## config.mk

```make
export PLATFORM = sky130hd
export DESIGN_NAME = csc_unit
export DESIGN_NICKNAME = d
export VERILOG_FILES = /design/src/csc_pkg.sv /design/src/csc_cmp_if.sv /design/src/csc_byte_cmp.sv /design/src/csc_unit.sv
export SDC_FILE = /design/constraint.sdc
export NUM_CORES = 1
export LEC_CHECK = 0
export BUFFER_PORTS_ARGS = -buffer_cell sky130_fd_sc_hd__buf_2
export CAP_MARGIN = 40
export CORE_AREA = 3 3 193 195
export DETAILED_ROUTE_END_ITERATION = 8
export DIE_AREA = 0 0 196 198
export PLACE_DENSITY_LB_ADDON = 0.2
export SYNTH_ARGS = -nofsm -noshare
export SYNTH_HDL_FRONTEND = slang
export SYNTH_SLANG_ARGS = --single-unit
```

## constraint.sdc

```tcl
create_clock -name sys_clk -period 7.9 [get_ports sys_clk]
set_clock_uncertainty 0.1 [all_clocks]
set_input_delay 1.58 -clock sys_clk [delete_from_list [all_inputs] [get_ports sys_clk]]
set_output_delay 1.58 -clock sys_clk [all_outputs]
set_load 0.01 [all_outputs]
```

## src/csc_pkg.sv

```systemverilog
// Purpose: shared constants and types of the string compare and search unit
// Assumes: lengths are unsigned 16-bit words, registers are 32 bits
// Notes: opcodes are the 8-bit first-byte codes of the instructions
package csc_pkg;
  localparam logic [7:0] CSC_OP_CMP_EQ_LEN = 8'h29;
  localparam logic [7:0] CSC_OP_CMP_FILL = 8'h2D;
  localparam logic [7:0] CSC_OP_MATCH = 8'h39;
  localparam logic [7:0] CSC_OP_LOCATE = 8'h3A;
  localparam int CSC_LEN_W = 16;
  localparam int CSC_REG_W = 32;
  localparam int CSC_ADDR_W = 32;
  localparam int CSC_ADDR_W_MIN = 16;
  localparam logic [15:0] CSC_LEN_ONE = 16'h0001;
  localparam logic [15:0] CSC_LEN_ZERO = 16'h0000;
  localparam logic [31:0] CSC_REG_RST = 32'h0000_0000;
  localparam logic [7:0] CSC_BYTE_RST = 8'h00;
  localparam logic CSC_CC_Z_RST = 1'b1;

  typedef enum logic [2:0] {
    CSC_S_IDLE = 3'b000,
    CSC_S_CHECK = 3'b001,
    CSC_S_READ_A = 3'b010,
    CSC_S_READ_B = 3'b011,
    CSC_S_EVAL = 3'b100
  } csc_state_e;
endpackage : csc_pkg

```

## src/csc_cmp_if.sv

```systemverilog
// Purpose: carrier between the sequencer and the byte comparator
// Assumes: purely combinational results
// Notes: user drives the two bytes, unit returns the relations
`timescale 1ns/1ns
`default_nettype none
interface csc_cmp_if;
  logic [7:0] a;
  logic [7:0] b;
  logic eq;
  logic slt;
  logic ult;
  modport unit (input a, input b, output eq, output slt, output ult);
  modport user (output a, output b, input eq, input slt, input ult);
endinterface : csc_cmp_if
`default_nettype wire

```

## src/csc_byte_cmp.sv

```systemverilog
// Purpose: compares two bytes as signed and unsigned values
// Assumes: a is the first string byte, b the second
// Notes: results feed the condition codes directly
`timescale 1ns/1ns
`default_nettype none
module csc_byte_cmp (
  csc_cmp_if.unit cmp
);
  assign cmp.eq = (cmp.a == cmp.b);
  assign cmp.slt = ($signed(cmp.a) < $signed(cmp.b));
  assign cmp.ult = (cmp.a < cmp.b);
endmodule : csc_byte_cmp
`default_nettype wire

```

## src/csc_unit.sv

```systemverilog
// Purpose: sequencer for string compare, locate and substring match
// Assumes: memory answers each byte request with a one-cycle ack
// Notes: suspends between bytes when an interrupt is pending
`timescale 1ns/1ns
`default_nettype none
module csc_unit #(
  parameter int ADDR_W = csc_pkg::CSC_ADDR_W
) (
  input wire logic sys_clk,
  input wire logic rst_n,
  input wire logic start,
  input wire logic [7:0] opcode,
  input wire logic subset_en,
  input wire logic fpd_in,
  input wire logic [15:0] len1_in,
  input wire logic [ADDR_W-1:0] addr1_in,
  input wire logic [15:0] len2_in,
  input wire logic [ADDR_W-1:0] addr2_in,
  input wire logic [15:0] obj_len_in,
  input wire logic [7:0] byte_in,
  input wire logic irq_pending,
  input wire logic mem_ack,
  input wire logic [7:0] mem_data,
  output logic mem_req,
  output logic [ADDR_W-1:0] mem_addr,
  output logic busy,
  output logic done,
  output logic emul_exc,
  output logic fpd_out,
  output logic cc_n,
  output logic cc_z,
  output logic cc_v,
  output logic cc_c,
  output logic [31:0] r0,
  output logic [31:0] r1,
  output logic [31:0] r2,
  output logic [31:0] r3,
  output logic [31:0] r4
);
  localparam logic [ADDR_W-1:0] A_ONE = ADDR_W'(1);

  generate
    if (ADDR_W < csc_pkg::CSC_ADDR_W_MIN || ADDR_W > csc_pkg::CSC_REG_W)
    begin : g_bad_width
      $error("csc_unit: ADDR_W out of range");
    end
  endgenerate

  function automatic logic [ADDR_W-1:0] zx(input logic [15:0] v);
    zx = ADDR_W'(v);
  endfunction : zx

  function automatic logic [31:0] rx(input logic [ADDR_W-1:0] v);
    rx = 32'(v);
  endfunction : rx

  csc_pkg::csc_state_e state_reg, state_next;
  logic [7:0] op_reg, op_next, fill_reg, fill_next;
  logic [7:0] a_reg, a_next, b_reg, b_next;
  logic [15:0] len1_reg, len1_next, len2_reg, len2_next;
  logic [15:0] obj_reg, obj_next;
  logic [ADDR_W-1:0] addr1_reg, addr1_next, addr2_reg, addr2_next;
  logic [ADDR_W-1:0] mem_addr_reg, mem_addr_next;
  logic mem_req_reg, mem_req_next, stop_reg, stop_next;
  logic busy_reg, busy_next, done_reg, done_next;
  logic emul_reg, emul_next, fpd_reg, fpd_next;
  logic n_reg, n_next, z_reg, z_next, v_reg, v_next, c_reg, c_next;
  logic [31:0] r0_reg, r0_next, r1_reg, r1_next, r2_reg, r2_next;
  logic [31:0] r3_reg, r3_next, r4_reg, r4_next;

  csc_cmp_if cmp_bus ();
  csc_byte_cmp u_cmp (.cmp(cmp_bus));
  assign cmp_bus.a = a_reg;
  assign cmp_bus.b = b_reg;

  wire logic in_c3 = (opcode == csc_pkg::CSC_OP_CMP_EQ_LEN);
  wire logic in_c5 = (opcode == csc_pkg::CSC_OP_CMP_FILL);
  wire logic in_mt = (opcode == csc_pkg::CSC_OP_MATCH);
  wire logic in_lc = (opcode == csc_pkg::CSC_OP_LOCATE);
  wire logic in_known = in_c3 | in_c5 | in_mt | in_lc;
  wire logic is_c3 = (op_reg == csc_pkg::CSC_OP_CMP_EQ_LEN);
  wire logic is_c5 = (op_reg == csc_pkg::CSC_OP_CMP_FILL);
  wire logic is_mt = (op_reg == csc_pkg::CSC_OP_MATCH);
  wire logic is_lc = (op_reg == csc_pkg::CSC_OP_LOCATE);
  wire logic len1_nz = (len1_reg != csc_pkg::CSC_LEN_ZERO);
  wire logic len2_nz = (len2_reg != csc_pkg::CSC_LEN_ZERO);
  wire logic src_short = (len2_reg < len1_reg);
  // bytes of the object already matched, undone on a mismatch
  wire logic [15:0] rewind = obj_reg - len1_reg;
  wire logic cont = is_c5 ? (len1_nz | len2_nz) :
                    is_mt ? (len1_nz & !src_short) : len1_nz;
  wire logic need_a = is_c5 ? len1_nz : 1'b1;
  wire logic need_b = is_c3 | is_mt | (is_c5 & len2_nz);
  wire logic yield_now = cont & !stop_reg & irq_pending;

  always_comb begin
    state_next = state_reg;
    op_next = op_reg;
    fill_next = fill_reg;
    a_next = a_reg;
    b_next = b_reg;
    len1_next = len1_reg;
    len2_next = len2_reg;
    obj_next = obj_reg;
    addr1_next = addr1_reg;
    addr2_next = addr2_reg;
    mem_addr_next = mem_addr_reg;
    mem_req_next = mem_req_reg;
    stop_next = stop_reg;
    busy_next = busy_reg;
    done_next = 1'b0;
    emul_next = 1'b0;
    fpd_next = fpd_reg;
    n_next = n_reg;
    z_next = z_reg;
    v_next = v_reg;
    c_next = c_reg;
    r0_next = r0_reg;
    r1_next = r1_reg;
    r2_next = r2_reg;
    r3_next = r3_reg;
    r4_next = r4_reg;
    case (state_reg)
      csc_pkg::CSC_S_IDLE: begin
        if (start) begin
          if (subset_en || !in_known) begin
            emul_next = 1'b1;
          end else begin
            // resume takes fresh operands; fpd_in only selects obj_len_in as the object length
            op_next = opcode;
            fill_next = byte_in;
            len1_next = len1_in;
            addr1_next = addr1_in;
            len2_next = len2_in;
            addr2_next = addr2_in;
            obj_next = fpd_in ? obj_len_in : len1_in;
            stop_next = 1'b0;
            busy_next = 1'b1;
            fpd_next = 1'b0;
            n_next = 1'b0;
            z_next = csc_pkg::CSC_CC_Z_RST;
            v_next = 1'b0;
            c_next = 1'b0;
            state_next = csc_pkg::CSC_S_CHECK;
          end
        end
      end
      csc_pkg::CSC_S_CHECK: begin
        if (!cont || stop_reg || yield_now) begin
          r0_next = {16'h0000, len1_reg};
          r1_next = rx(addr1_reg);
          r2_next = is_c3 ? {16'h0000, len1_reg}
                          : {16'h0000, len2_reg};
          r3_next = rx(addr2_reg);
          r4_next = {16'h0000, obj_reg};
          if (is_mt && src_short && !yield_now) begin
            r2_next = csc_pkg::CSC_REG_RST;
            r3_next = rx(addr2_reg + zx(len2_reg));
          end
          if (is_lc || is_mt) begin
            n_next = 1'b0;
            z_next = !len1_nz;
            v_next = 1'b0;
            c_next = 1'b0;
          end
          fpd_next = yield_now;
          done_next = 1'b1;
          busy_next = 1'b0;
          state_next = csc_pkg::CSC_S_IDLE;
        end else begin
          // the side not read from memory is the fill or search byte
          a_next = fill_reg;
          b_next = fill_reg;
          mem_req_next = 1'b1;
          mem_addr_next = need_a ? addr1_reg : addr2_reg;
          state_next = need_a ? csc_pkg::CSC_S_READ_A
                              : csc_pkg::CSC_S_READ_B;
        end
      end
      csc_pkg::CSC_S_READ_A: begin
        if (mem_ack) begin
          a_next = mem_data;
          if (need_b) begin
            mem_addr_next = addr2_reg;
            state_next = csc_pkg::CSC_S_READ_B;
          end else begin
            mem_req_next = 1'b0;
            state_next = csc_pkg::CSC_S_EVAL;
          end
        end
      end
      csc_pkg::CSC_S_READ_B: begin
        if (mem_ack) begin
          b_next = mem_data;
          mem_req_next = 1'b0;
          state_next = csc_pkg::CSC_S_EVAL;
        end
      end
      csc_pkg::CSC_S_EVAL: begin
        state_next = csc_pkg::CSC_S_CHECK;
        if (is_c3 || is_c5) begin
          n_next = cmp_bus.slt;
          z_next = cmp_bus.eq;
          v_next = 1'b0;
          c_next = cmp_bus.ult;
          if (!cmp_bus.eq) begin
            stop_next = 1'b1;
          end else begin
            if (len1_nz) begin
              len1_next = len1_reg - csc_pkg::CSC_LEN_ONE;
              addr1_next = addr1_reg + A_ONE;
            end
            if (is_c5 && len2_nz) begin
              len2_next = len2_reg - csc_pkg::CSC_LEN_ONE;
            end
            if (is_c3 || len2_nz) begin
              addr2_next = addr2_reg + A_ONE;
            end
          end
        end else if (is_lc) begin
          if (cmp_bus.eq) begin
            stop_next = 1'b1;
          end else begin
            len1_next = len1_reg - csc_pkg::CSC_LEN_ONE;
            addr1_next = addr1_reg + A_ONE;
          end
        end else if (cmp_bus.eq) begin
          len1_next = len1_reg - csc_pkg::CSC_LEN_ONE;
          addr1_next = addr1_reg + A_ONE;
          len2_next = len2_reg - csc_pkg::CSC_LEN_ONE;
          addr2_next = addr2_reg + A_ONE;
        end else begin
          addr1_next = addr1_reg - zx(rewind);
          len2_next = len2_reg - csc_pkg::CSC_LEN_ONE + rewind;
          addr2_next = addr2_reg + A_ONE - zx(rewind);
          len1_next = obj_reg;
        end
      end
      default: begin
        state_next = csc_pkg::CSC_S_IDLE;
        mem_req_next = 1'b0;
        busy_next = 1'b0;
      end
    endcase
  end

  always_ff @(posedge sys_clk or negedge rst_n) begin
    if (!rst_n) begin
      state_reg <= csc_pkg::CSC_S_IDLE;
      {op_reg, fill_reg, a_reg, b_reg} <= {4{csc_pkg::CSC_BYTE_RST}};
      {len1_reg, len2_reg, obj_reg} <= {3{csc_pkg::CSC_LEN_ZERO}};
      addr1_reg <= '0;
      addr2_reg <= '0;
      mem_addr_reg <= '0;
      {mem_req_reg, stop_reg, busy_reg, done_reg} <= 4'h0;
      {emul_reg, fpd_reg, n_reg, v_reg, c_reg} <= 5'h00;
      z_reg <= csc_pkg::CSC_CC_Z_RST;
      {r0_reg, r1_reg, r2_reg} <= {3{csc_pkg::CSC_REG_RST}};
      {r3_reg, r4_reg} <= {2{csc_pkg::CSC_REG_RST}};
    end else begin
      state_reg <= state_next;
      {op_reg, fill_reg, a_reg, b_reg} <= {op_next, fill_next, a_next, b_next};
      {len1_reg, len2_reg, obj_reg} <= {len1_next, len2_next, obj_next};
      addr1_reg <= addr1_next;
      addr2_reg <= addr2_next;
      mem_addr_reg <= mem_addr_next;
      {mem_req_reg, stop_reg} <= {mem_req_next, stop_next};
      {busy_reg, done_reg} <= {busy_next, done_next};
      {emul_reg, fpd_reg, n_reg, v_reg, c_reg} <=
        {emul_next, fpd_next, n_next, v_next, c_next};
      z_reg <= z_next;
      {r0_reg, r1_reg, r2_reg} <= {r0_next, r1_next, r2_next};
      {r3_reg, r4_reg} <= {r3_next, r4_next};
    end
  end

  assign mem_req = mem_req_reg;
  assign mem_addr = mem_addr_reg;
  assign busy = busy_reg;
  assign done = done_reg;
  assign emul_exc = emul_reg;
  assign fpd_out = fpd_reg;
  assign {cc_n, cc_z, cc_v, cc_c} = {n_reg, z_reg, v_reg, c_reg};
  assign {r0, r1, r2, r3, r4} = {r0_reg, r1_reg, r2_reg, r3_reg, r4_reg};

  property p_emul;
    @(posedge sys_clk) disable iff (!rst_n)
    (state_reg == csc_pkg::CSC_S_IDLE && start && subset_en)
      |=> (emul_exc && !busy);
  endproperty
  a_emul: assert property (p_emul) else $error("no emulation trap");

  property p_no_zero_ref;
    @(posedge sys_clk) disable iff (!rst_n)
    (state_reg == csc_pkg::CSC_S_READ_A) |-> len1_nz;
  endproperty
  a_no_zero_ref: assert property (p_no_zero_ref)
    else $error("read from empty string");

  property p_yield;
    @(posedge sys_clk) disable iff (!rst_n)
    (state_reg == csc_pkg::CSC_S_CHECK && yield_now)
      |=> (done && fpd_out && !busy);
  endproperty
  a_yield: assert property (p_yield) else $error("no yield");

  property p_req_hold;
    @(posedge sys_clk) disable iff (!rst_n)
    (mem_req && !mem_ack) |=> (mem_req && $stable(mem_addr));
  endproperty
  a_req_hold: assert property (p_req_hold)
    else $error("request dropped early");

  property p_v_clear;
    @(posedge sys_clk) disable iff (!rst_n)
    done |-> !cc_v;
  endproperty
  a_v_clear: assert property (p_v_clear) else $error("V set");

  property p_empty_equal;
    @(posedge sys_clk) disable iff (!rst_n)
    (state_reg == csc_pkg::CSC_S_IDLE && start && !subset_en && in_c3
      && len1_in == csc_pkg::CSC_LEN_ZERO)
      |-> ##2 (done && cc_z && !cc_n && !cc_c && !mem_req);
  endproperty
  a_empty_equal: assert property (p_empty_equal)
    else $error("empty strings not equal");

  property p_z_from_r0;
    @(posedge sys_clk) disable iff (!rst_n)
    (done && (is_lc || is_mt)) |-> (cc_z == (r0 == csc_pkg::CSC_REG_RST));
  endproperty
  a_z_from_r0: assert property (p_z_from_r0)
    else $error("Z disagrees with R0");

  property p_cmp_step;
    @(posedge sys_clk) disable iff (!rst_n)
    (state_reg == csc_pkg::CSC_S_EVAL && is_c3 && cmp_bus.eq)
      |=> (len1_reg == $past(len1_reg) - csc_pkg::CSC_LEN_ONE);
  endproperty
  a_cmp_step: assert property (p_cmp_step)
    else $error("compare did not advance");

  property p_rewind;
    @(posedge sys_clk) disable iff (!rst_n)
    (state_reg == csc_pkg::CSC_S_EVAL && is_mt && !cmp_bus.eq)
      |=> (len1_reg == obj_reg && state_reg == csc_pkg::CSC_S_CHECK);
  endproperty
  a_rewind: assert property (p_rewind) else $error("bad rewind");
endmodule : csc_unit
`default_nettype wire

```

-- Word-level counts from Yosys, hierarchy flattened
Index checks and enable logic that the tools add are counted.
Widths: inputs -> output; s select.
- output and inout bits: 201
- bits of input ports: 143
- word-level logic and storage cells: 215
- register bits: 317
- $lt $le $gt $ge: 3
- mux-type cells: 93
- bitwise logic cells: 13
- $add $sub $neg: 9
- equal/unequal tests: 32
- reductions and logical operators: 39
- operators by type and width (kind ; count):
    $mux 32 ; 20
    $mux 16 ; 18
    $pmux 32 s2 ; 3
    $add 32x1->32 const B ; 2
    $eq 8x6->1 const B ; 8
    $pmux 16 s2 ; 2
    $sub 32x16->32 ; 2
    $add 32x16->32 ; 1
    $pmux 8 s2 ; 2
    $reduce_bool 16->1 ; 2
    $sub 16x1->16 const B ; 2
    $mux 1 ; 31
    $reduce_and 6->1 ; 5
    $ne 3x3->1 const B ; 8
    $ne 2x2->1 const B ; 10
    $add 16x16->16 ; 1
    $lt 16x16->1 ; 1
    $lt 8x8->1 ; 2
    $mux 8 ; 2
    $reduce_and 4->1 ; 4
    $sub 16x16->16 ; 1
    $mux 3 ; 5
    $pmux 1 s3 ; 5
    $pmux 3 s5 ; 1
    22 further kinds ; 51

-- Longest topological paths before layout
Gate-level depths: netlist (run 1).
- depth after elaboration: 10
- gate-level depth with buffers: 22
- mapped depth without buffers: 21

-- Modules after synthesis
A second synthesis (run 1) with hierarchy kept.
- cell total of the unflattened synthesis: 2494
- area, all modules: 20694.8 µm²
- modules (own cells, without submodules) (module ; area an instance (µm²) ; sequential area each (µm²) ; cells an instance ; instances):
    csc_unit ; 20462.1 ; 7508.5 ; 2459 ; 1
    csc_byte_cmp ; 232.7 ; 0.0 ; 35 ; 1

-- Worst setup path after synthesis (run 1)
OpenSTA, ideal clock, no wires.
- path kind: register -> register
- start: register len1_reg[4]
- end: register addr1_reg[30]
- data arrival time: 5.080 ns
- setup slack: 2.591 ns
- library setup time: 0.128 ns
- period minus slack after synthesis: 5.309 ns
- buffers on the path: 1
- cell stages (with the launch flop): 22
- data required time: 7.672 ns
- cell sequence: dfrtp_1 inv_1 ha_1 a21o_1 nor3_2 a21oi_1 o31ai_4 o211ai_1 o21ai_0 xor2_1 inv_1 ha_1 or3_1 or3_1 or3_1 buf_2 or4_1 or4_1 or2_0 o21a_1 mux2i_1 nand3_1
- longest elaborated chain between the ends: 6
- elaborated cells on any way between the ends: 9
- classes of those cells: add/sub (2); eq/ne (1); mux (4); reduce/logical (2)
- RTL lines (what ; RTL line ; source):
    from (decl) ; csc_unit.sv:60 ; logic [15:0] len1_reg, len1_next, len2_reg, len2_next;
    from (signal assigned) ; csc_unit.sv:251 ; {len1_reg, len2_reg, obj_reg} <= {3{csc_pkg::CSC_LEN_ZERO}};
    from (signal assigned) ; csc_unit.sv:263 ; {len1_reg, len2_reg, obj_reg} <= {len1_next, len2_next, obj_next};
    $sub 16x16->16 ; csc_unit.sv:89 ; wire logic [15:0] rewind = obj_reg - len1_reg;
    $sub 32x16->32 ; csc_unit.sv:233 ; addr1_next = addr1_reg - zx(rewind);
    $mux 32 ; csc_unit.sv:227 ; end else if (cmp_bus.eq) begin
    $mux 32 ; csc_unit.sv:220 ; end else if (is_lc) begin
    $mux 32 ; csc_unit.sv:201 ; if (is_c3 || is_c5) begin
    $pmux 32 s2 ; csc_unit.sv:123 ; case (state_reg)
    to (signal assigned) ; csc_unit.sv:264 ; addr1_reg <= addr1_next;
    to (decl) ; csc_unit.sv:62 ; logic [ADDR_W-1:0] addr1_reg, addr1_next, addr2_reg, addr2_next;
Several ways; a longest one is shown, not always the timed one.
A chain may end at the register's enable or synchronous reset.

-- Worst setup path after layout (run 1)
Ends and elaborated chain as after synthesis.

==> run_summary.xml, run 1 <==
<?xml version="1.0" encoding="UTF-8"?>
<metrics>
  <group name="worst_setup_path">
    <metric name="path_class" unit="">reg2reg</metric>
    <metric name="critical_path.max_fanout" unit="">9</metric>
    <metric name="rr_startpoint" unit="">len1_reg[4]</metric>
    <metric name="worstPathArrival" unit="ns">6.36</metric>
    <metric name="crit_path_end_kind" unit="">flip-flop</metric>
    <metric name="timing.critical_path.from_type" unit="">flip-flop</metric>
    <metric name="timing.rr.end" unit="">addr1_reg[30]</metric>
    <metric name="reg2regPathDepth" unit="">20</metric>
    <metric name="critical_path_required" unit="ns">8.21</metric>
    <metric name="regToRegSetupSlack" unit="ns">1.85</metric>
  </group>
  <group name="die">
    <metric name="rows" unit="">69</metric>
    <metric name="io_pins" unit="">344</metric>
    <metric name="floorplan.die.height" unit="um">198</metric>
    <metric name="effective_utilization_at_floorplan" unit="">0.596</metric>
    <metric name="chipWidth" unit="um">196</metric>
    <metric name="core_area" unit="mm^2">0.0356</metric>
    <metric name="die_area" unit="mm^2">0.0388</metric>
  </group>
  <group name="synth">
    <metric name="yosys_register_bits" unit="">300</metric>
    <metric name="synth_edf_count" unit="">0</metric>
    <metric name="syn_avg_cell_area" unit="um^2">8.17</metric>
    <metric name="synth-async-reset-ratio" unit="">1.00</metric>
    <metric name="postSynthCellCount" unit="">2596</metric>
    <metric name="synth.yosys.seq_area_share" unit="">0.354</metric>
    <metric name="post_synth_num_cell_types" unit="">97</metric>
    <metric name="ys.warnings.count" unit="">0</metric>
    <metric name="post_synth_instance_area" unit="mm^2">0.0212</metric>
    <metric name="dominantRegCellSynth" unit="">sky130_fd_sc_hd__dfrtp_1</metric>
  </group>
  <group name="cts">
    <metric name="clkSinkCount" unit="">300</metric>
    <metric name="worst_setup_hold_path_clk_slew" unit="ns">0.06</metric>
    <metric name="cts.path.max_buffers" unit="">3</metric>
    <metric name="clock_insertion_delay_worst_skew" unit="ns">0.54</metric>
    <metric name="cts_resized" unit="">0</metric>
    <metric name="clock_tree_from_tritoncts" unit="">yes</metric>
    <metric name="htreeDepth" unit="">2</metric>
    <metric name="post_cts_hold_buffer_count" unit="">0</metric>
    <metric name="count_of_buffers_added_by_post_cts_timing_repair_for_setup" unit="">0</metric>
    <metric name="cts_root_buf" unit="">sky130_fd_sc_hd__clkbuf_16</metric>
    <metric name="cts-buffers-inserted" unit="">34</metric>
  </group>
  <group name="global_routing">
    <metric name="antenna_found_initial" unit="">0</metric>
    <metric name="largest_net_degree_at_the_start_of_global_routing" unit="">146</metric>
    <metric name="groute.usage.overall" unit="">0.333</metric>
    <metric name="vias_in_the_first_global_route" unit="">19212</metric>
    <metric name="grt_pass1_wl" unit="mm">104</metric>
    <metric name="grt-ovfl-total" unit="">0</metric>
  </group>
  <group name="route">
    <metric name="routed_wl" unit="mm">66.6</metric>
    <metric name="number_of_vias_in_the_routed_layout" unit="">20360</metric>
    <metric name="wl_per_cell" unit="um">20.3</metric>
    <metric name="detail_route.vias_per_cell" unit="">6.20</metric>
    <metric name="dr.first_iter.drc_count" unit="">1847</metric>
    <metric name="dr.pass1.iters" unit="">8</metric>
    <metric name="antenna_left" unit="">0</metric>
    <metric name="drc" unit="">0</metric>
  </group>
  <group name="cells_and_area">
    <metric name="antenna-diode-count" unit="">0</metric>
    <metric name="finalCoreUtilization" unit="">0.675</metric>
    <metric name="area_growth" unit="%">13.2</metric>
    <metric name="finish.net_count" unit="">3041</metric>
    <metric name="drive_gt1_frac" unit="">0.157</metric>
  </group>
  <group name="power_and_ir_drop">
    <metric name="fin_total_pwr" unit="mW">13.4</metric>
    <metric name="p_per_area" unit="mW/mm^2">558</metric>
    <metric name="vdd_ir_drop_max" unit="uV">524</metric>
    <metric name="static-leakage-power" unit="nW">11.4</metric>
  </group>
  <group name="hold_path">
    <metric name="worstHoldStart" unit="">r4[12]</metric>
    <metric name="min_delay_worst_endpoint" unit="">r4[12]</metric>
    <metric name="worst_hold_path.num_cells" unit="">2</metric>
    <metric name="hold_class" unit="">reg2reg</metric>
  </group>
  <group name="sta">
    <metric name="min_setup_slack_post_route" unit="ns">1.85</metric>
    <metric name="layout_min_cycle_time" unit="ns">6.05</metric>
    <metric name="slew-limit-headroom" unit="">0.411</metric>
    <metric name="setup_viol" unit="">0</metric>
    <metric name="worst_slew_pin_slew" unit="ns">0.877</metric>
    <metric name="max_freq" unit="MHz">165</metric>
    <metric name="setup-tns-final" unit="ns">0</metric>
    <metric name="hold_viol" unit="">0</metric>
    <metric name="setup_repair_after_global_routing_missed_its_margin" unit="">false</metric>
    <metric name="min_period_over_period" unit="">0.765</metric>
    <metric name="holdWs" unit="ns">0.367</metric>
    <metric name="report.final.slew_viol_count" unit="">0</metric>
  </group>
  <group name="placement">
    <metric name="dpl_worst_slack" unit="ns">2.03</metric>
    <metric name="place.detailed.hpwl" unit="mm">48.4</metric>
    <metric name="place_congestion" unit="">0.955</metric>
    <metric name="count_of_buffers_from_port_buffering" unit="">294</metric>
  </group>
  <group name="flow_run">
    <metric name="maxCapViolCount" unit="">0</metric>
  </group>
  <group name="status">
    <metric name="outcome" unit="">completed</metric>
  </group>
</metrics>
[area by class of cell]
cell class	instances	area (um^2)
clock buffer	47	951
clock inverter	13	178
fill	3000	11600
inverter	90	338
multi-input combinational	2045	12700
sequential	300	7510
tap	461	577
timing repair buffer	327	1800
[cells by family after synthesis]
kind of cell,count (synthesis),synth area share
adders and majority gates,104,0.0626
AOI/OAI and AO/OA,701,0.210
and+or+nand+nor,955,0.206
xor gates and xnor gates,125,0.0523
other,1,0.000177
buffers and inverters,299,0.0619
DFF,300,0.354
muxes,111,0.0531
[critical path, stage by stage (launching register included)]
cell                       delay [ns]
sky130_fd_sc_hd__dfrtp_1         0.40
sky130_fd_sc_hd__inv_1           0.18
sky130_fd_sc_hd__ha_1            0.31
sky130_fd_sc_hd__a21o_1          0.22
sky130_fd_sc_hd__nor3_2          0.21
sky130_fd_sc_hd__a21oi_1         0.18
sky130_fd_sc_hd__o31ai_4         0.31
sky130_fd_sc_hd__o211ai_1        0.16
sky130_fd_sc_hd__o21ai_0         0.12
sky130_fd_sc_hd__xor2_1          0.63
sky130_fd_sc_hd__inv_1           0.11
sky130_fd_sc_hd__ha_1            0.25
sky130_fd_sc_hd__or3_1           0.38
sky130_fd_sc_hd__or3_1           0.38
sky130_fd_sc_hd__or3_1           0.44
sky130_fd_sc_hd__or4_1           0.48
sky130_fd_sc_hd__or4_1           0.45
sky130_fd_sc_hd__or2_0           0.22
sky130_fd_sc_hd__o21a_1          0.19
sky130_fd_sc_hd__mux2i_1         0.14
sky130_fd_sc_hd__nand3_1         0.07
[cell usage after synthesis, types with 35 or more instances]
cell,number,area share
sky130_fd_sc_hd__inv_1,88,0.016
sky130_fd_sc_hd__clkbuf_1,136,0.024
sky130_fd_sc_hd__buf_4,49,0.017
sky130_fd_sc_hd__mux2i_1,98,0.046
sky130_fd_sc_hd__dfrtp_1,299,0.35
sky130_fd_sc_hd__a31oi_1,35,0.010
sky130_fd_sc_hd__xnor2_1,89,0.037
sky130_fd_sc_hd__nor3_1,65,0.015
sky130_fd_sc_hd__a211oi_1,58,0.021
sky130_fd_sc_hd__ha_1,95,0.056
sky130_fd_sc_hd__o21ai_0,163,0.038
sky130_fd_sc_hd__nand2_1,408,0.072
sky130_fd_sc_hd__nand3_1,65,0.015
sky130_fd_sc_hd__nor2_1,208,0.037
sky130_fd_sc_hd__a21oi_1,211,0.050
[stage by stage]
| stage | cell area, um^2 | instances |
|---|---|---|
| after floorplan | 21400 | 2644 |
| after global routing | 24000 | 3283 |
| final | 24000 | 3283 |
| after detailed placement | 22900 | 3223 |
| after global placement | 22800 | 3216 |
| after CTS | 24000 | 3283 |
[report_power, final]
group / leakage, nW / switching (mW) / internal [mW]
Combinational: 7.18 / 5.15 / 3.38
Sequential: 3.65 / 0.989 / 2.22
Clock: 0.549 / 0.674 / 0.977
[layer usage]
metal	up-vias	wire length [um]	track usage
met1	9746	28300	0.472
met5	-	0	0
met3	140	5870	0.0466
li1	9513	-	-
met4	0	2360	0.117
met2	961	30100	0.529
[how the worst max path moves through the flow]
stage	from	end	slack, ns
floorplan	len1_reg[4]	addr1_reg[30]	2.59
global placement	len1_reg[4]	addr1_reg[30]	2.15
detailed placement	len1_reg[4]	addr1_reg[30]	2.03
CTS	len1_reg[4]	addr1_reg[30]	2.00
global route	len1_reg[4]	addr1_reg[30]	1.62
finish	len1_reg[4]	addr1_reg[30]	1.85
[placed cells by master (no fill, tap or decap), types with 15 or more instances in the layout]
cell type / instances
sky130_fd_sc_hd__nor2_1: 205
sky130_fd_sc_hd__nor3_1: 64
sky130_fd_sc_hd__o21a_1: 21
sky130_fd_sc_hd__buf_2: 294
sky130_fd_sc_hd__buf_4: 26
sky130_fd_sc_hd__nand3_1: 65
sky130_fd_sc_hd__and3_1: 34
sky130_fd_sc_hd__o31ai_1: 30
sky130_fd_sc_hd__nand4_1: 30
sky130_fd_sc_hd__a211oi_1: 58
sky130_fd_sc_hd__nand2_1: 406
sky130_fd_sc_hd__o22ai_1: 18
sky130_fd_sc_hd__nand2b_1: 23
sky130_fd_sc_hd__xnor2_1: 89
sky130_fd_sc_hd__a21o_1: 25
sky130_fd_sc_hd__a21oi_1: 209
sky130_fd_sc_hd__dfrtp_1: 299
sky130_fd_sc_hd__nor4_1: 15
sky130_fd_sc_hd__o21ai_0: 163
sky130_fd_sc_hd__a31oi_1: 34
sky130_fd_sc_hd__and2_1: 17
sky130_fd_sc_hd__conb_1: 49
sky130_fd_sc_hd__ha_1: 95
sky130_fd_sc_hd__nor2b_1: 15
sky130_fd_sc_hd__o211ai_1: 21
sky130_fd_sc_hd__mux2i_1: 98
sky130_fd_sc_hd__or3_1: 21
sky130_fd_sc_hd__clkbuf_16: 35
sky130_fd_sc_hd__inv_1: 87
sky130_fd_sc_hd__xor2_1: 34
(Power assumes the default switching activity.)
==> inputs of run 2 (changes only) <==
--- a/config.mk
+++ b/config.mk
@@ -7,9 +7,9 @@
 export LEC_CHECK = 0
 export BUFFER_PORTS_ARGS = -buffer_cell sky130_fd_sc_hd__buf_2
 export CAP_MARGIN = 40
-export CORE_AREA = 3 3 193 195
+export CORE_AREA = 3 3 205 207
 export DETAILED_ROUTE_END_ITERATION = 8
-export DIE_AREA = 0 0 196 198
+export DIE_AREA = 0 0 208 210
 export PLACE_DENSITY_LB_ADDON = 0.2
 export SYNTH_ARGS = -nofsm -noshare
 export SYNTH_HDL_FRONTEND = slang
==> constraint.sdc (replaced) <==
create_clock -name sys_clk -period 5.4 [get_ports sys_clk]
set_clock_uncertainty 0.1 [all_clocks]
set_input_delay 1.08 -clock sys_clk [delete_from_list [all_inputs] [get_ports sys_clk]]
set_output_delay 1.08 -clock sys_clk [all_outputs]
set_load 0.01 [all_outputs]
==> run_summary.xml, run 2 (synthesized netlist as in run 1, its figures left out) <==
<?xml version="1.0" encoding="UTF-8"?>
<metrics>
  <group name="status">
    <metric name="outcome" unit="">completed</metric>
  </group>
  <group name="die">
    <metric name="rows" unit="">74</metric>
    <metric name="core_area" unit="mm^2">0.0406</metric>
    <metric name="io_pins" unit="">344</metric>
    <metric name="effective_utilization_at_floorplan" unit="">0.523</metric>
    <metric name="floorplan.die.height" unit="um">210</metric>
    <metric name="chipWidth" unit="um">208</metric>
    <metric name="die_area" unit="mm^2">0.0437</metric>
  </group>
  <group name="cells_and_area">
    <metric name="drive_gt1_frac" unit="">0.170</metric>
    <metric name="layout_common_cells" unit="">sky130_fd_sc_hd__nand2_1 (406), sky130_fd_sc_hd__dfrtp_1 (298), sky130_fd_sc_hd__buf_2 (293)</metric>
    <metric name="finish.net_count" unit="">3060</metric>
    <metric name="finalCoreUtilization" unit="">0.603</metric>
    <metric name="antenna-diode-count" unit="">0</metric>
    <metric name="non_filler_cells_final" unit="">3377</metric>
    <metric name="mostFrequentLayoutCell" unit="">sky130_fd_sc_hd__nand2_1</metric>
    <metric name="area_growth" unit="%">15.2</metric>
  </group>
  <group name="worst_setup_path">
    <metric name="path_delay_family" unit="">simple AND/OR/NAND/NOR gates</metric>
    <metric name="critical_path.max_fanout" unit="">5</metric>
    <metric name="slowest_delay" unit="ns">0.43</metric>
    <metric name="timing.critical_path.from_type" unit="">flip-flop</metric>
    <metric name="path_class" unit="">reg2reg</metric>
    <metric name="critical-path-slowest-cell" unit="">sky130_fd_sc_hd__or4_4</metric>
    <metric name="crit_path_end_kind" unit="">flip-flop</metric>
    <metric name="critical_path_buf_inv_count" unit="">2</metric>
    <metric name="critical_path_required" unit="ns">5.73</metric>
    <metric name="worstPathArrival" unit="ns">5.45</metric>
    <metric name="worstPathCellList" unit="">inv_2 -&gt; ha_1 -&gt; o211ai_1 -&gt; a21o_1 -&gt; a21oi_4 -&gt; o31ai_4 -&gt; o211ai_1 -&gt; o21ai_0 -&gt; xor2_1 -&gt; inv_1 -&gt; ha_2 -&gt; or3_1 -&gt; or3_4 -&gt; or3_1 -&gt; or4_4 -&gt; or4_1 -&gt; or2_0 -&gt; o21a_1 -&gt; mux2i_1 -&gt; nand3_1</metric>
  </group>
  <group name="sta">
    <metric name="worst_slew_pin_slew" unit="ns">0.897</metric>
    <metric name="hold_viol" unit="">0</metric>
    <metric name="layout_min_cycle_time" unit="ns">5.12</metric>
    <metric name="report.final.slew_viol_count" unit="">0</metric>
    <metric name="setup_repair_after_global_routing_missed_its_margin" unit="">true</metric>
    <metric name="max_freq" unit="MHz">195</metric>
    <metric name="min_period_over_period" unit="">0.949</metric>
    <metric name="setup_viol" unit="">0</metric>
    <metric name="slew-limit-headroom" unit="">0.397</metric>
  </group>
  <group name="route">
    <metric name="antenna_left" unit="">0</metric>
    <metric name="dr.first_iter.drc_count" unit="">1816</metric>
    <metric name="number_of_vias_in_the_routed_layout" unit="">20190</metric>
    <metric name="detail_route.vias_per_cell" unit="">5.98</metric>
    <metric name="drc" unit="">0</metric>
    <metric name="dr.pass1.iters" unit="">5</metric>
    <metric name="routed_wl" unit="mm">68.6</metric>
    <metric name="wl_per_cell" unit="um">20.3</metric>
  </group>
  <group name="power_and_ir_drop">
    <metric name="intPower" unit="mW">9.93</metric>
    <metric name="sequentialPowerShare" unit="">0.235</metric>
    <metric name="power_dissipated_by_switching_net_loads" unit="mW">10.1</metric>
    <metric name="static-leakage-power" unit="nW">11.5</metric>
    <metric name="swShare" unit="">0.503</metric>
    <metric name="p_clk_frac" unit="">0.132</metric>
    <metric name="p_comb_frac" unit="">0.633</metric>
    <metric name="vdd_ir_drop_max" unit="uV">369</metric>
    <metric name="p_per_area" unit="mW/mm^2">818</metric>
  </group>
  <group name="cts">
    <metric name="cts.path.max_buffers" unit="">3</metric>
    <metric name="cts_root_buf" unit="">sky130_fd_sc_hd__clkbuf_16</metric>
    <metric name="clkSinkCount" unit="">300</metric>
    <metric name="worst_setup_hold_path_clk_slew" unit="ns">0.06</metric>
    <metric name="htreeDepth" unit="">2</metric>
    <metric name="clock_tree_from_tritoncts" unit="">yes</metric>
    <metric name="clock_insertion_delay_worst_skew" unit="ns">0.57</metric>
    <metric name="post_cts_hold_buffer_count" unit="">0</metric>
    <metric name="cts-buffers-inserted" unit="">36</metric>
  </group>
  <group name="placement">
    <metric name="placed_cells_incl_taps" unit="">3308</metric>
    <metric name="place.detailed.hpwl" unit="mm">50.4</metric>
    <metric name="count_of_buffers_from_port_buffering" unit="">294</metric>
    <metric name="place_congestion" unit="">0.932</metric>
  </group>
  <group name="global_routing">
    <metric name="groute.usage.overall" unit="">0.305</metric>
    <metric name="grt_pass1_wl" unit="mm">108</metric>
    <metric name="largest_net_degree_at_the_start_of_global_routing" unit="">115</metric>
    <metric name="grt-ovfl-total" unit="">0</metric>
    <metric name="antenna_found_initial" unit="">0</metric>
    <metric name="vias_in_the_first_global_route" unit="">19398</metric>
  </group>
  <group name="hold_path">
    <metric name="hold_class" unit="">reg2reg</metric>
  </group>
  <group name="flow_run">
    <metric name="maxCapViolCount" unit="">0</metric>
  </group>
</metrics>
run 2: changes by cell type in the layout (fill, tap and decap cells not counted), moves of 3 or more:
cell,delta
sky130_fd_sc_hd__buf_4,+19
sky130_fd_sc_hd__clkbuf_16,+3
sky130_fd_sc_hd__clkbuf_8,+10
sky130_fd_sc_hd__clkinv_2,-4
sky130_fd_sc_hd__ha_1,-4
sky130_fd_sc_hd__ha_2,+3
sky130_fd_sc_hd__inv_1,-5
sky130_fd_sc_hd__inv_2,+5
run 2: area by class of cell:
cell class / instances / area (um^2)
Clock inverter: 8 / 135
Tap cell: 532 / 666
Multi-Input combinational cell: 2045 / 12700
Fill cell: 3714 / 16100
Clock buffer: 58 / 1160
Sequential cell: 300 / 7510
Inverter: 90 / 338
Timing Repair Buffer: 344 / 1920
run 2: worst paths after layout:
path | startpoint | end | slack [ns] | depth (start not counted)
max in group asynchronous | rst_n | mem_addr[12] | 3.49 | 2
worst max register to register | len1_reg[2] | addr1_reg[30] | 0.28 | 20
worst min register to register | r1[27] | r1[27] | 0.37 | 2
min in group asynchronous | rst_n | r0[4] | 0.50 | 1
worst min-delay path | r1[27] | r1[27] | 0.37 | 2
worst max-delay path | len1_reg[2] | addr1_reg[30] | 0.28 | 20
run 2: worst min-delay path: cells and delay by family, from the launching register on:
| family | cells | cell delay [ns] |
|---|---|---|
| simple gates | 2 | 0.10 |
| flops | 1 | 0.33 |
run 2: routing by layer:
layer	wire, um	vias up	track usage
met3	5020	108	0.0482
met5	0	-	0
met2	31100	824	0.483
met4	1830	0	0.0874
met1	30600	9703	0.437
li1	-	9555	-
run 2: timing repair:
action	CTS	global route
setup buffers	0	3
gates resized for setup	0	20
setup endpoints to repair	0	8
run 2: stage by stage:
stage	area [um^2]	setup TNS [ns]	power, mW	setup WS (ns)	hold WS (ns)
finish	24400	0	20.0	0.277	0.368
global route	24400	-0.0124	21.7	-0.0124	0.392
CTS	24400	0	19.7	0.0881	0.371
detailed placement	23100	0	17.0	0.150	0.357
global placement	23000	0	16.6	0.255	0.349
floorplan	21400	0	13.5	0.0915	0.335
run 2: power groups by stage:
stage                     clock [mW]  combinational, mW  sequential (mW)
after floorplan                    0               9.32             4.21
after global placement             0               12.0             4.64
after detailed placement           0               12.3             4.67
after CTS                       2.67               12.4             4.65
after global routing            2.76               14.1             4.84
final                           2.63               12.7             4.70
